--- config.mk ---
export PLATFORM = sky130hd
export DESIGN_NAME = fault_autoreset_delay_bank
export DESIGN_NICKNAME = d
export VERILOG_FILES = /design/src/include/fault_autoreset_pkg.sv /design/src/core/autoreset_timer.sv /design/src/core/fault_autoreset_delay_bank.sv
export SDC_FILE = /design/constraint.sdc
export NUM_CORES = 1
export LEC_CHECK = 0
export BUFFER_PORTS_ARGS = -buffer_cell sky130_fd_sc_hd__buf_2
export CORE_UTILIZATION = 30
export CTS_CLUSTER_DIAMETER = 60
export DETAILED_ROUTE_END_ITERATION = 7
export GPL_TIMING_DRIVEN = 0
export SLEW_MARGIN = 25
export SYNTH_ARGS = -nofsm -noshare
export SYNTH_HDL_FRONTEND = slang
export SYNTH_SLANG_ARGS = --single-unit
--- constraint.sdc ---
create_clock -name ref_clk -period 3.2 [get_ports ref_clk]
set_input_delay 0.32 -clock ref_clk [delete_from_list [all_inputs] [get_ports ref_clk]]
set_output_delay 0.32 -clock ref_clk [all_outputs]
set_load 0.05 [all_outputs]
--- src/include/fault_autoreset_pkg.sv ---
// Constants, register map and field layouts of the fault autoreset delay bank.
// Assumes one 20 MHz clock and an AXI4-Lite master with 32-bit data.
package fault_autoreset_pkg;

    // ------------------------------------------------------------
    // Sizes
    // ------------------------------------------------------------
    localparam int NUM_COND = 16;
    localparam int DELAY_W = 12;
    localparam int ADDR_W = 12;
    localparam int TRIPS_W = 4;
    localparam int IDLE_W = 10;
    localparam int SEC_CNT_W = 25;

    // ------------------------------------------------------------
    // Timing
    // ------------------------------------------------------------
    localparam longint CLK_PERIOD_NS = 50;
    localparam longint SECOND_NS = 1000000000;
    localparam int SEC_CYCLES = int'(SECOND_NS / CLK_PERIOD_NS);
    // Trip counter forgives one trip after more than this many idle minutes
    localparam int IDLE_MINUTES = 10;
    localparam logic [IDLE_W-1:0] IDLE_SECONDS = IDLE_W'(IDLE_MINUTES * 60);

    // ------------------------------------------------------------
    // Setting ranges and reset values
    // ------------------------------------------------------------
    localparam logic [DELAY_W-1:0] DELAY_OFF = 12'h000;
    localparam logic [DELAY_W-1:0] DELAY_MAX = 12'he10;
    localparam logic [TRIPS_W-1:0] TRIPS_MAX = 4'ha;
    localparam logic [TRIPS_W-1:0] TRIPS_RST = 4'h0;
    localparam logic [NUM_COND-1:0] REACT_RST = 16'h0000;
    // Conditions that own a trip-reaction selector
    localparam logic [NUM_COND-1:0] REACT_MASK = 16'h7972;
    localparam logic REACT_COAST = 1'b0;
    localparam logic REACT_DECEL = 1'b1;

    // ------------------------------------------------------------
    // Condition indices
    // ------------------------------------------------------------
    localparam int C_POWER = 0;
    localparam int C_COOLANT = 1;
    localparam int C_MOTOR_LOST = 2;
    localparam int C_STALLED = 3;
    localparam int C_THERMAL = 4;
    localparam int C_RTD = 5;
    localparam int C_THERMISTOR = 6;
    localparam int C_OVERSPEED = 7;
    localparam int C_EXT_TEMP = 8;
    localparam int C_BRAKE = 9;
    localparam int C_ENCODER = 10;
    localparam int C_LINK_ERR = 11;
    localparam int C_ANALOG_LOW = 12;
    localparam int C_LOAD_LOW = 13;
    localparam int C_LOAD_HIGH = 14;
    localparam int C_PUMP = 15;

    // ------------------------------------------------------------
    // Register map (byte addresses)
    // ------------------------------------------------------------
    localparam logic [ADDR_W-1:0] A_CTRL = 12'h000;
    localparam logic [ADDR_W-1:0] A_REACT = 12'h004;
    localparam logic [ADDR_W-1:0] A_STATUS = 12'h008;
    localparam logic [ADDR_W-1:0] A_FAULT = 12'h00c;
    localparam logic [ADDR_W-1:0] A_DELAY_BASE = 12'h040;
    localparam logic [ADDR_W-1:0] A_DELAY_LAST = 12'h07c;

    // CTRL fields
    localparam int F_MAX_TRIPS = 0;
    localparam int F_LOST_SEL = 8;
    localparam int F_MAN_RESET = 16;
    localparam int F_CNT_CLEAR = 17;
    // STATUS fields
    localparam int F_ALARMS = 0;
    localparam int F_TRIP_CNT = 16;
    localparam int F_AR_OK = 24;
    localparam int F_RAMP = 25;

    localparam logic [1:0] RESP_OKAY = 2'h0;
    localparam logic [1:0] RESP_SLVERR = 2'h2;

    // ------------------------------------------------------------
    // Types
    // ------------------------------------------------------------
    typedef struct packed {
        logic lost_sel;
        logic [TRIPS_W-1:0] max_trips;
    } ctrl_t;

    typedef struct packed {
        logic coast;
        logic decel;
        logic tripped;
        logic auto_reset;
    } stop_t;

endpackage

--- src/core/autoreset_timer.sv ---
// One condition's alarm latch and autoreset delay timer.
// Assumes fault is already synchronised and sec_tick is a one-cycle pulse per second.
`timescale 1ns/1ps
module autoreset_timer (
    input wire logic ref_clk,
    input wire logic reset_n,
    input wire logic sec_tick,
    input wire logic fault,
    input wire logic [fault_autoreset_pkg::DELAY_W-1:0] delay,
    input wire logic allow,
    input wire logic man_reset,
    output logic alarm,
    output logic trip,
    output logic auto_fire
);
    import fault_autoreset_pkg::*;

    logic alarm_r;
    logic [DELAY_W-1:0] cnt_r;
    logic expired;

    assign expired = alarm_r && !fault && (delay != DELAY_OFF) && (cnt_r == delay);
    assign auto_fire = expired && allow;
    assign trip = fault && !alarm_r;
    assign alarm = alarm_r;

    // Alarm latch; a present fault always wins over any clear
    always_ff @(posedge ref_clk or negedge reset_n) begin
        if (!reset_n) begin
            alarm_r <= 1'b0;
        end else if (fault) begin
            alarm_r <= 1'b1;
        end else if (auto_fire || man_reset) begin
            alarm_r <= 1'b0;
        end
    end

    // Seconds since the fault went away
    always_ff @(posedge ref_clk or negedge reset_n) begin
        if (!reset_n) begin
            cnt_r <= DELAY_OFF;
        end else if (!alarm_r || fault) begin
            cnt_r <= DELAY_OFF;
        end else if (sec_tick && cnt_r != delay) begin
            cnt_r <= cnt_r + 1'b1;
        end
    end

endmodule // autoreset_timer

--- src/core/fault_autoreset_delay_bank.sv ---
// Autoreset delay timers for sixteen drive conditions and trip-reaction selectors for nine of them,
// with an AXI4-Lite register slave.
// Assumes fault and ramp inputs come from outside the clock domain; one 20 MHz clock.
//
// Behaviour
// - Delay counts only after fault clears
// - Elapsed enabled delay clears alarm automatically
// - Delay 1..3600 s, zero means off
// - Reaction code 0 makes motor coast
// - Reaction code 1 makes controlled deceleration
// - Encoder fault has own autoreset delay
// - Motor-lost delay needs motor-lost supervision selected
// - Thermal overload has own reaction selector
// - Thermistor trip has own reaction selector
// - Link error has own reaction selector
// - Analog low alarm has own reaction
// - Load low alarm has own reaction
// - Load high alarm has own reaction
// - Coolant low level has own delay
// - Zero allowed trips disables all autoresets
// - Trip counter drops after ten idle minutes
// - Autoreset waits for remaining ramp time
//
// The implementer's own choices: the address map and register access over AXI4-Lite.
`timescale 1ns/1ps
module fault_autoreset_delay_bank #(
    parameter int SEC_CYCLES = fault_autoreset_pkg::SEC_CYCLES
) (
    input wire logic ref_clk,
    input wire logic reset_n,
    // Condition and ramp inputs
    input wire logic [fault_autoreset_pkg::NUM_COND-1:0] fault_in,
    input wire logic ramp_busy,
    // Reactions towards the motor control
    output logic [fault_autoreset_pkg::NUM_COND-1:0] alarm_out,
    output fault_autoreset_pkg::stop_t stop_out,
    // AXI4-Lite slave
    input wire logic [fault_autoreset_pkg::ADDR_W-1:0] s_axi_awaddr,
    input wire logic s_axi_awvalid,
    output logic s_axi_awready,
    input wire logic [31:0] s_axi_wdata,
    input wire logic [3:0] s_axi_wstrb,
    input wire logic s_axi_wvalid,
    output logic s_axi_wready,
    output logic [1:0] s_axi_bresp,
    output logic s_axi_bvalid,
    input wire logic s_axi_bready,
    input wire logic [fault_autoreset_pkg::ADDR_W-1:0] s_axi_araddr,
    input wire logic s_axi_arvalid,
    output logic s_axi_arready,
    output logic [31:0] s_axi_rdata,
    output logic [1:0] s_axi_rresp,
    output logic s_axi_rvalid,
    input wire logic s_axi_rready
);
    import fault_autoreset_pkg::*;

    // ------------------------------------------------------------
    // Declarations
    // ------------------------------------------------------------
    logic [NUM_COND-1:0] fault_meta_r;
    logic [NUM_COND-1:0] fault_r;
    logic ramp_meta_r;
    logic ramp_r;
    logic [SEC_CNT_W-1:0] sec_cnt_r;
    logic sec_tick;

    ctrl_t ctrl_r;
    logic [NUM_COND-1:0] react_r;
    logic [DELAY_W-1:0] delay_r [NUM_COND];
    logic [DELAY_W-1:0] delay_eff [NUM_COND];
    logic man_reset_r;
    logic cnt_clear_r;

    logic [NUM_COND-1:0] alarm;
    logic [NUM_COND-1:0] trip;
    logic [NUM_COND-1:0] fire;
    logic [TRIPS_W-1:0] trip_cnt_r;
    logic [IDLE_W-1:0] idle_r;
    logic ar_ok;
    logic allow;
    stop_t stop_r;
    logic [NUM_COND-1:0] alarm_r;

    logic aw_held_r;
    logic [ADDR_W-1:0] awaddr_r;
    logic w_held_r;
    logic [31:0] wdata_r;
    logic [3:0] wstrb_r;
    logic bvalid_r;
    logic [1:0] bresp_r;
    logic rvalid_r;
    logic [31:0] rdata_r;
    logic [1:0] rresp_r;
    logic do_write;
    logic [31:0] wr_ctrl;
    logic [31:0] wr_react;
    logic [31:0] wr_delay;
    logic [3:0] wr_idx;
    logic wr_is_delay;
    logic wr_hit;

    // ------------------------------------------------------------
    // Input synchronisers and seconds timebase
    // ------------------------------------------------------------
    // Two stages; only the second stage feeds logic
    always_ff @(posedge ref_clk or negedge reset_n) begin
        if (!reset_n) begin
            fault_meta_r <= '0;
            fault_r <= '0;
            ramp_meta_r <= 1'b0;
            ramp_r <= 1'b0;
        end else begin
            fault_meta_r <= fault_in;
            fault_r <= fault_meta_r;
            ramp_meta_r <= ramp_busy;
            ramp_r <= ramp_meta_r;
        end
    end

    // One-cycle pulse per second; shorten SEC_CYCLES in simulation
    always_ff @(posedge ref_clk or negedge reset_n) begin
        if (!reset_n) begin
            sec_cnt_r <= '0;
        end else if (sec_cnt_r == SEC_CNT_W'(SEC_CYCLES - 1)) begin
            sec_cnt_r <= '0;
        end else begin
            sec_cnt_r <= sec_cnt_r + 1'b1;
        end
    end
    assign sec_tick = (sec_cnt_r == SEC_CNT_W'(SEC_CYCLES - 1));

    // ------------------------------------------------------------
    // Condition timers
    // ------------------------------------------------------------
    // zero trips disables
    assign ar_ok = (ctrl_r.max_trips != TRIPS_RST) && (trip_cnt_r <= ctrl_r.max_trips);
    assign allow = ar_ok && !ramp_r;

    for (genvar i = 0; i < NUM_COND; i++) begin : g_cond
        if (i == C_MOTOR_LOST) begin : g_lost
            assign delay_eff[i] = ctrl_r.lost_sel ? delay_r[i] : DELAY_OFF;
        end else begin : g_plain
            assign delay_eff[i] = delay_r[i];
        end
        autoreset_timer u_timer (
            .ref_clk(ref_clk),
            .reset_n(reset_n),
            .sec_tick(sec_tick),
            .fault(fault_r[i]),
            .delay(delay_eff[i]),
            .allow(allow),
            .man_reset(man_reset_r),
            .alarm(alarm[i]),
            .trip(trip[i]),
            .auto_fire(fire[i])
        );
    end

    // ------------------------------------------------------------
    // Hidden trip counter
    // ------------------------------------------------------------
    // Counts trips, saturating; an idle stretch forgives one
    always_ff @(posedge ref_clk or negedge reset_n) begin
        if (!reset_n) begin
            trip_cnt_r <= TRIPS_RST;
            idle_r <= '0;
        end else if (cnt_clear_r) begin
            trip_cnt_r <= TRIPS_RST;
            idle_r <= '0;
        end else if (|trip) begin
            if (trip_cnt_r != '1) begin
                trip_cnt_r <= trip_cnt_r + 1'b1;
            end
            idle_r <= '0;
        end else if (sec_tick) begin
            if (idle_r == IDLE_SECONDS) begin
                idle_r <= '0;
                if (trip_cnt_r != TRIPS_RST) begin
                    trip_cnt_r <= trip_cnt_r - 1'b1;
                end
            end else begin
                idle_r <= idle_r + 1'b1;
            end
        end
    end

    // ------------------------------------------------------------
    // Stop reactions
    // ------------------------------------------------------------
    // Registered so the motor control sees glitch-free levels
    always_ff @(posedge ref_clk or negedge reset_n) begin
        if (!reset_n) begin
            stop_r <= '0;
            alarm_r <= '0;
        end else begin
            alarm_r <= alarm;
            stop_r.coast <= |(alarm & ~(react_r & REACT_MASK));
            stop_r.decel <= |(alarm & react_r & REACT_MASK);
            stop_r.tripped <= |trip;
            stop_r.auto_reset <= |fire;
        end
    end
    assign alarm_out = alarm_r;
    assign stop_out = stop_r;

    // ------------------------------------------------------------
    // AXI4-Lite write channel
    // ------------------------------------------------------------
    // Address and data are taken in either order; one write at a time
    assign s_axi_awready = !aw_held_r && !bvalid_r;
    assign s_axi_wready = !w_held_r && !bvalid_r;
    assign do_write = aw_held_r && w_held_r;
    assign s_axi_bvalid = bvalid_r;
    assign s_axi_bresp = bresp_r;

    always_ff @(posedge ref_clk or negedge reset_n) begin
        if (!reset_n) begin
            aw_held_r <= 1'b0;
            awaddr_r <= '0;
            w_held_r <= 1'b0;
            wdata_r <= '0;
            wstrb_r <= '0;
            bvalid_r <= 1'b0;
            bresp_r <= RESP_OKAY;
        end else begin
            if (s_axi_awvalid && s_axi_awready) begin
                aw_held_r <= 1'b1;
                awaddr_r <= s_axi_awaddr;
            end
            if (s_axi_wvalid && s_axi_wready) begin
                w_held_r <= 1'b1;
                wdata_r <= s_axi_wdata;
                wstrb_r <= s_axi_wstrb;
            end
            if (do_write) begin
                aw_held_r <= 1'b0;
                w_held_r <= 1'b0;
                bvalid_r <= 1'b1;
                bresp_r <= wr_hit ? RESP_OKAY : RESP_SLVERR;
            end else if (bvalid_r && s_axi_bready) begin
                bvalid_r <= 1'b0;
            end
        end
    end

    // Byte-lane merge of new data over a register's current image
    function automatic logic [31:0] merge(input logic [31:0] old, input logic [31:0] nw, input logic [3:0] strb);
        logic [31:0] res;
        res = old;
        for (int b = 0; b < 4; b++) begin
            if (strb[b]) begin
                res[8*b +: 8] = nw[8*b +: 8];
            end
        end
        return res;
    endfunction

    assign wr_is_delay = (awaddr_r >= A_DELAY_BASE) && (awaddr_r <= A_DELAY_LAST);
    assign wr_idx = awaddr_r[5:2];
    assign wr_hit = (awaddr_r == A_CTRL) || (awaddr_r == A_REACT) || (awaddr_r == A_STATUS)
        || (awaddr_r == A_FAULT) || (wr_is_delay && awaddr_r[1:0] == 2'h0);
    assign wr_ctrl = merge({23'h0, ctrl_r.lost_sel, 4'h0, ctrl_r.max_trips}, wdata_r, wstrb_r);
    assign wr_react = merge({16'h0000, react_r}, wdata_r, wstrb_r);
    assign wr_delay = merge({20'h00000, delay_r[wr_idx]}, wdata_r, wstrb_r);

    // Control register; the two action bits are self-clearing pulses
    always_ff @(posedge ref_clk or negedge reset_n) begin
        if (!reset_n) begin
            ctrl_r.max_trips <= TRIPS_RST;
            ctrl_r.lost_sel <= 1'b0;
            man_reset_r <= 1'b0;
            cnt_clear_r <= 1'b0;
        end else begin
            man_reset_r <= 1'b0;
            cnt_clear_r <= 1'b0;
            if (do_write && awaddr_r == A_CTRL) begin
                // Out-of-range trip limits are held at the top of the range
                if (wr_ctrl[F_MAX_TRIPS +: TRIPS_W] > TRIPS_MAX) begin
                    ctrl_r.max_trips <= TRIPS_MAX;
                end else begin
                    ctrl_r.max_trips <= wr_ctrl[F_MAX_TRIPS +: TRIPS_W];
                end
                ctrl_r.lost_sel <= wr_ctrl[F_LOST_SEL];
                man_reset_r <= wr_ctrl[F_MAN_RESET];
                cnt_clear_r <= wr_ctrl[F_CNT_CLEAR];
            end
        end
    end

    // Reaction selectors exist only for the conditions in REACT_MASK
    always_ff @(posedge ref_clk or negedge reset_n) begin
        if (!reset_n) begin
            react_r <= REACT_RST;
        end else if (do_write && awaddr_r == A_REACT) begin
            react_r <= wr_react[NUM_COND-1:0] & REACT_MASK;
        end
    end

    // Delay settings in whole seconds
    always_ff @(posedge ref_clk or negedge reset_n) begin
        if (!reset_n) begin
            for (int i = 0; i < NUM_COND; i++) begin
                delay_r[i] <= DELAY_OFF;
            end
        end else if (do_write && wr_is_delay && awaddr_r[1:0] == 2'h0) begin
            if (wr_delay[DELAY_W-1:0] > DELAY_MAX || wr_delay[31:DELAY_W] != '0) begin
                delay_r[wr_idx] <= DELAY_MAX;
            end else begin
                delay_r[wr_idx] <= wr_delay[DELAY_W-1:0];
            end
        end
    end

    // ------------------------------------------------------------
    // AXI4-Lite read channel
    // ------------------------------------------------------------
    assign s_axi_arready = !rvalid_r;
    assign s_axi_rvalid = rvalid_r;
    assign s_axi_rdata = rdata_r;
    assign s_axi_rresp = rresp_r;

    always_ff @(posedge ref_clk or negedge reset_n) begin
        if (!reset_n) begin
            rvalid_r <= 1'b0;
            rdata_r <= '0;
            rresp_r <= RESP_OKAY;
        end else if (s_axi_arvalid && s_axi_arready) begin
            rvalid_r <= 1'b1;
            rresp_r <= RESP_OKAY;
            rdata_r <= '0;
            if (s_axi_araddr == A_CTRL) begin
                rdata_r[F_MAX_TRIPS +: TRIPS_W] <= ctrl_r.max_trips;
                rdata_r[F_LOST_SEL] <= ctrl_r.lost_sel;
            end else if (s_axi_araddr == A_REACT) begin
                rdata_r[NUM_COND-1:0] <= react_r;
            end else if (s_axi_araddr == A_STATUS) begin
                rdata_r[F_ALARMS +: NUM_COND] <= alarm;
                rdata_r[F_TRIP_CNT +: TRIPS_W] <= trip_cnt_r;
                rdata_r[F_AR_OK] <= ar_ok;
                rdata_r[F_RAMP] <= ramp_r;
            end else if (s_axi_araddr == A_FAULT) begin
                rdata_r[NUM_COND-1:0] <= fault_r;
            end else if (s_axi_araddr >= A_DELAY_BASE && s_axi_araddr <= A_DELAY_LAST
                && s_axi_araddr[1:0] == 2'h0) begin
                rdata_r[DELAY_W-1:0] <= delay_r[s_axi_araddr[5:2]];
            end else begin
                // Unmapped reads answer zero with an error
                rresp_r <= RESP_SLVERR;
            end
        end else if (rvalid_r && s_axi_rready) begin
            rvalid_r <= 1'b0;
        end
    end

endmodule // fault_autoreset_delay_bank

==> out/qor.txt <==
Hold Fails Final Rpt - 0
worst skew pair latency - 0.66 ns
PortBufs - 129
post-DR wirelength/cell - 23.3 um
unrepaired setup endpoints after global routing - true
Placeable Area - 103000 um2
total CTS buffers - 73
CTS tree - done
routability cong. - 1.02
global-route wire length before repair - 161000 um
vias post-DR - 25.2k
status - complete, no violations
largest net degree at the start of global routing - 87
CP Data Arrival Time - 3.66 ns
Hold Worst Slack - 0.0846 ns
vias per cell - 5.46
chip height - 325 um
Area after DPL - 33900 um2
worst slew pin tran - 0.976 ns
Avg Synthesized Cell Area - 10.8 um2
post-route cell area - 37500 um2
Crit-path slowest cell - or4_1
clock period minus worst slack - 3.17 ns
final period utilization - 99.1%
clock sinks - 585
Final nets - 3297
layout cells sized above 1 - 20.4%
DP HPWL - 79400 um
cells after synthesis - 2888
worst path cell trace - inv_1 > ha_1 > nand4_1 > a211o_1 > a21oi_4 > buf_16 > clkbuf_8 > and3_2 > nor4_1 > nand4_1 > or4_1
Antenna Nets Post-Route - 0
Most used DFF post-synth - dfrtp_1
Syn. warnings - 0
GR Overflow Total - 0
H-tree depth - 3
Initial DRC Count - 2635
Slew Limit Fails - 0
Synth Register Bits - 585
final setup TNS - 0 ns
EDFF count, synth - 0
Setup crit end kind - flop
kind of critical path - flop to flop
fmax - 315 MHz
Area growth syn-to-layout - 19.9%
Post-Syn Area - 31300 um2
chip width - 325 um
Setup violations, final - 0
register area share after synthesis - 46.8%
Max transition margin - 34.9%
antenna violations before repair - 8
Root Buffer - clkbuf_16
first drt pass iteration count - 6
ys async rst share - 100%
vias in the first global route - 24.5k
total global-route track usage - 20.1%
die area - 106000 um2
clk buf depth - 3
Worst-path clk slew - 0.06 ns
worst r2r path cells - 11
IR drop worst, VDD - 0.346 mV
final core occ - 36.3%
synth unique cells - 88
WP data required - 3.68 ns
leakage - 15.7 nW
MaxCap Viol Count - 0
Hold Path Class - primary input to flop
num ports - 145
slowest stage delay, CP - 0.66 ns
Setup Skew - 0.0528 ns
Hold Crit Depth - 3
effective utilization at floorplan - 30.3%
Std-Cell Rows - 118
Critical Path Start Type - flop
Residual DRC - 0
worst-path maximum fanout - 10
PD cells - 570 nW/um2
DRT Wirelength - 108000 um
most used cell, CP - nand4_1
[power by group]
group	total (mW)	switching, mW	internal, mW
Sequential	8.42	0.568	7.85
Combinational	4.40	2.81	1.60
Clock	8.55	3.48	5.07
Total	21.4	6.86	14.5
[worst max-delay path, delay by kind of cell, from the launching register on]
family                     cells  cell delay, ns
AOI/OAI and AO/OA              2            0.25
adders and majority gates      1            0.32
buffers and inverters          3            0.53
DFF                            1            0.45
and+or+nand+nor                5            1.44
[synth_stat cells, types with 9 or more instances]
master	count	area [um2]
a21oi_1	101	505
nor3_1	32	160
dfrtp_1	585	14600
a22oi_1	20	150
o2111ai_1	63	552
nor2_1	195	732
ha_1	25	313
clkbuf_1	96	360
a31oi_1	15	93.8
xor2_1	117	1020
o31ai_1	15	113
mux2i_1	25	250
xnor2_1	215	1880
o21ai_1	69	345
buf_4	15	113
or3_1	35	219
nand3_1	48	240
o211ai_1	14	105
inv_1	38	143
and2_1	28	175
nand2b_1	19	119
buf_2	29	145
o21a_1	9	67.6
and3_1	77	482
a31o_2	9	78.8
nand4_1	58	363
and4_1	10	87.6
nor2b_1	26	163
nor4_1	65	407
o21ai_0	127	636
or4_1	11	82.6
nand2_1	300	1130
mux4_2	103	2320
mux2_2	151	1700
[logic make-up (layout without fill, tap and decap cells)]
| family | after synthesis | in the layout | share of synthesized area [%] |
|---|---|---|---|
| buf+inv | 195 | 535 | 2.87 |
| other cells | 1 | 17 | 0.0120 |
| simple gates | 947 | 947 | 15.2 |
| compound gates | 520 | 520 | 10.9 |
| mux | 282 | 282 | 13.8 |
| fa+ha+maj | 26 | 26 | 1.06 |
| xor+xnor | 332 | 332 | 9.30 |
| flops | 585 | 585 | 46.8 |
[timing repair]
action / CTS / global route
hold endpoints to repair: 120 / 0
gates resized for setup: 41 / 30
hold buffers: 67 / 0
setup endpoints to repair: 201 / 141
setup buffers: 9 / 2
pin swaps: 4 / 7
[flip-flops by register name (all words and copies together) (netlist names), 5 cells and up]
| name | count |
|---|---|
| fault_meta_r | 16 |
| delay_r | 12 |
| g_cond.u_timer.alarm | 16 |
| alarm_out | 16 |
| awaddr_r | 12 |
| react_r | 9 |
| delay_eff | 180 |
| ctrl_r | 5 |
| idle_r | 10 |
| g_cond.u_timer.cnt_r | 192 |
| fault_r | 16 |
| s_axi_rdata | 22 |
| wdata_r | 32 |
| sec_cnt_r | 25 |
[cell usage in the layout (no fill, tap or decap), types with 76 or more instances in the layout]
cell type	n
mux4_2	103
a21oi_1	99
nor2_1	190
xnor2_1	215
xor2_1	117
and3_1	76
clkbuf_1	95
buf_2	147
dfrtp_1	583
o21ai_0	127
mux2_2	151
nand2_1	299
[through the flow]
step | cells | setup WS (ns) | power (mW)
floorplan | 2899 | 0.487 | 10.8
finish | 4624 | 0.0285 | 21.4
CTS | 4617 | 0.00280 | 21.3
global placement | 4408 | -10.95 | 12.4
detailed placement | 4416 | -0.924 | 12.5
global route | 4620 | -0.00148 | 22.1
[cell type report]
| cell class | instances | area (um2) |
|---|---|---|
| Timing Repair Buffer | 215 | 1640 |
| Clock inverter | 31 | 510 |
| Antenna cell | 5 | 12.5 |
| Inverter | 38 | 143 |
| Multi-Input combinational cell | 2119 | 16000 |
| Tap cell | 1380 | 1730 |
| Clock buffer | 96 | 2000 |
| Sequential cell | 585 | 14600 |
| Buffer | 155 | 821 |
| Fill cell | 10198 | 65900 |
[path summary, 6_finish.rpt]
check                                           from                                endpoint  slack (ns)
max in group asynchronous                    reset_n               trip_cnt_r[0]$_DFFE_PN0P_        1.10
hold / removal                       s_axi_awaddr[3]                 awaddr_r[3]$_DFFE_PN0P_        0.08
min in group asynchronous                    reset_n  g_cond[4].u_timer.cnt_r[0]$_DFFE_PN0P_        0.20
hold reg to reg            fault_meta_r[1]$_DFF_PN0_                    fault_r[1]$_DFF_PN0_        0.35
setup reg to reg               ctrl_r[1]$_DFFE_PN0P_                   stop_out[0]$_DFF_PN0_        0.03
setup / recovery               ctrl_r[1]$_DFFE_PN0P_                   stop_out[0]$_DFF_PN0_        0.03
[routing by layer]
layer / vias to the layer above / wire length, um / part of all wire (%) / global-route usage, %
met4: 10 / 5380 / 5.0 / 9.50
met2: 1152 / 47500 / 44 / 30.5
met1: 12643 / 44800 / 42 / 26.8
met3: 297 / 9750 / 9.1 / 5.11
li1: 11137 / - / - / -
met5: - / 73 / 0.068 / 0
(Power assumes the default switching activity.)
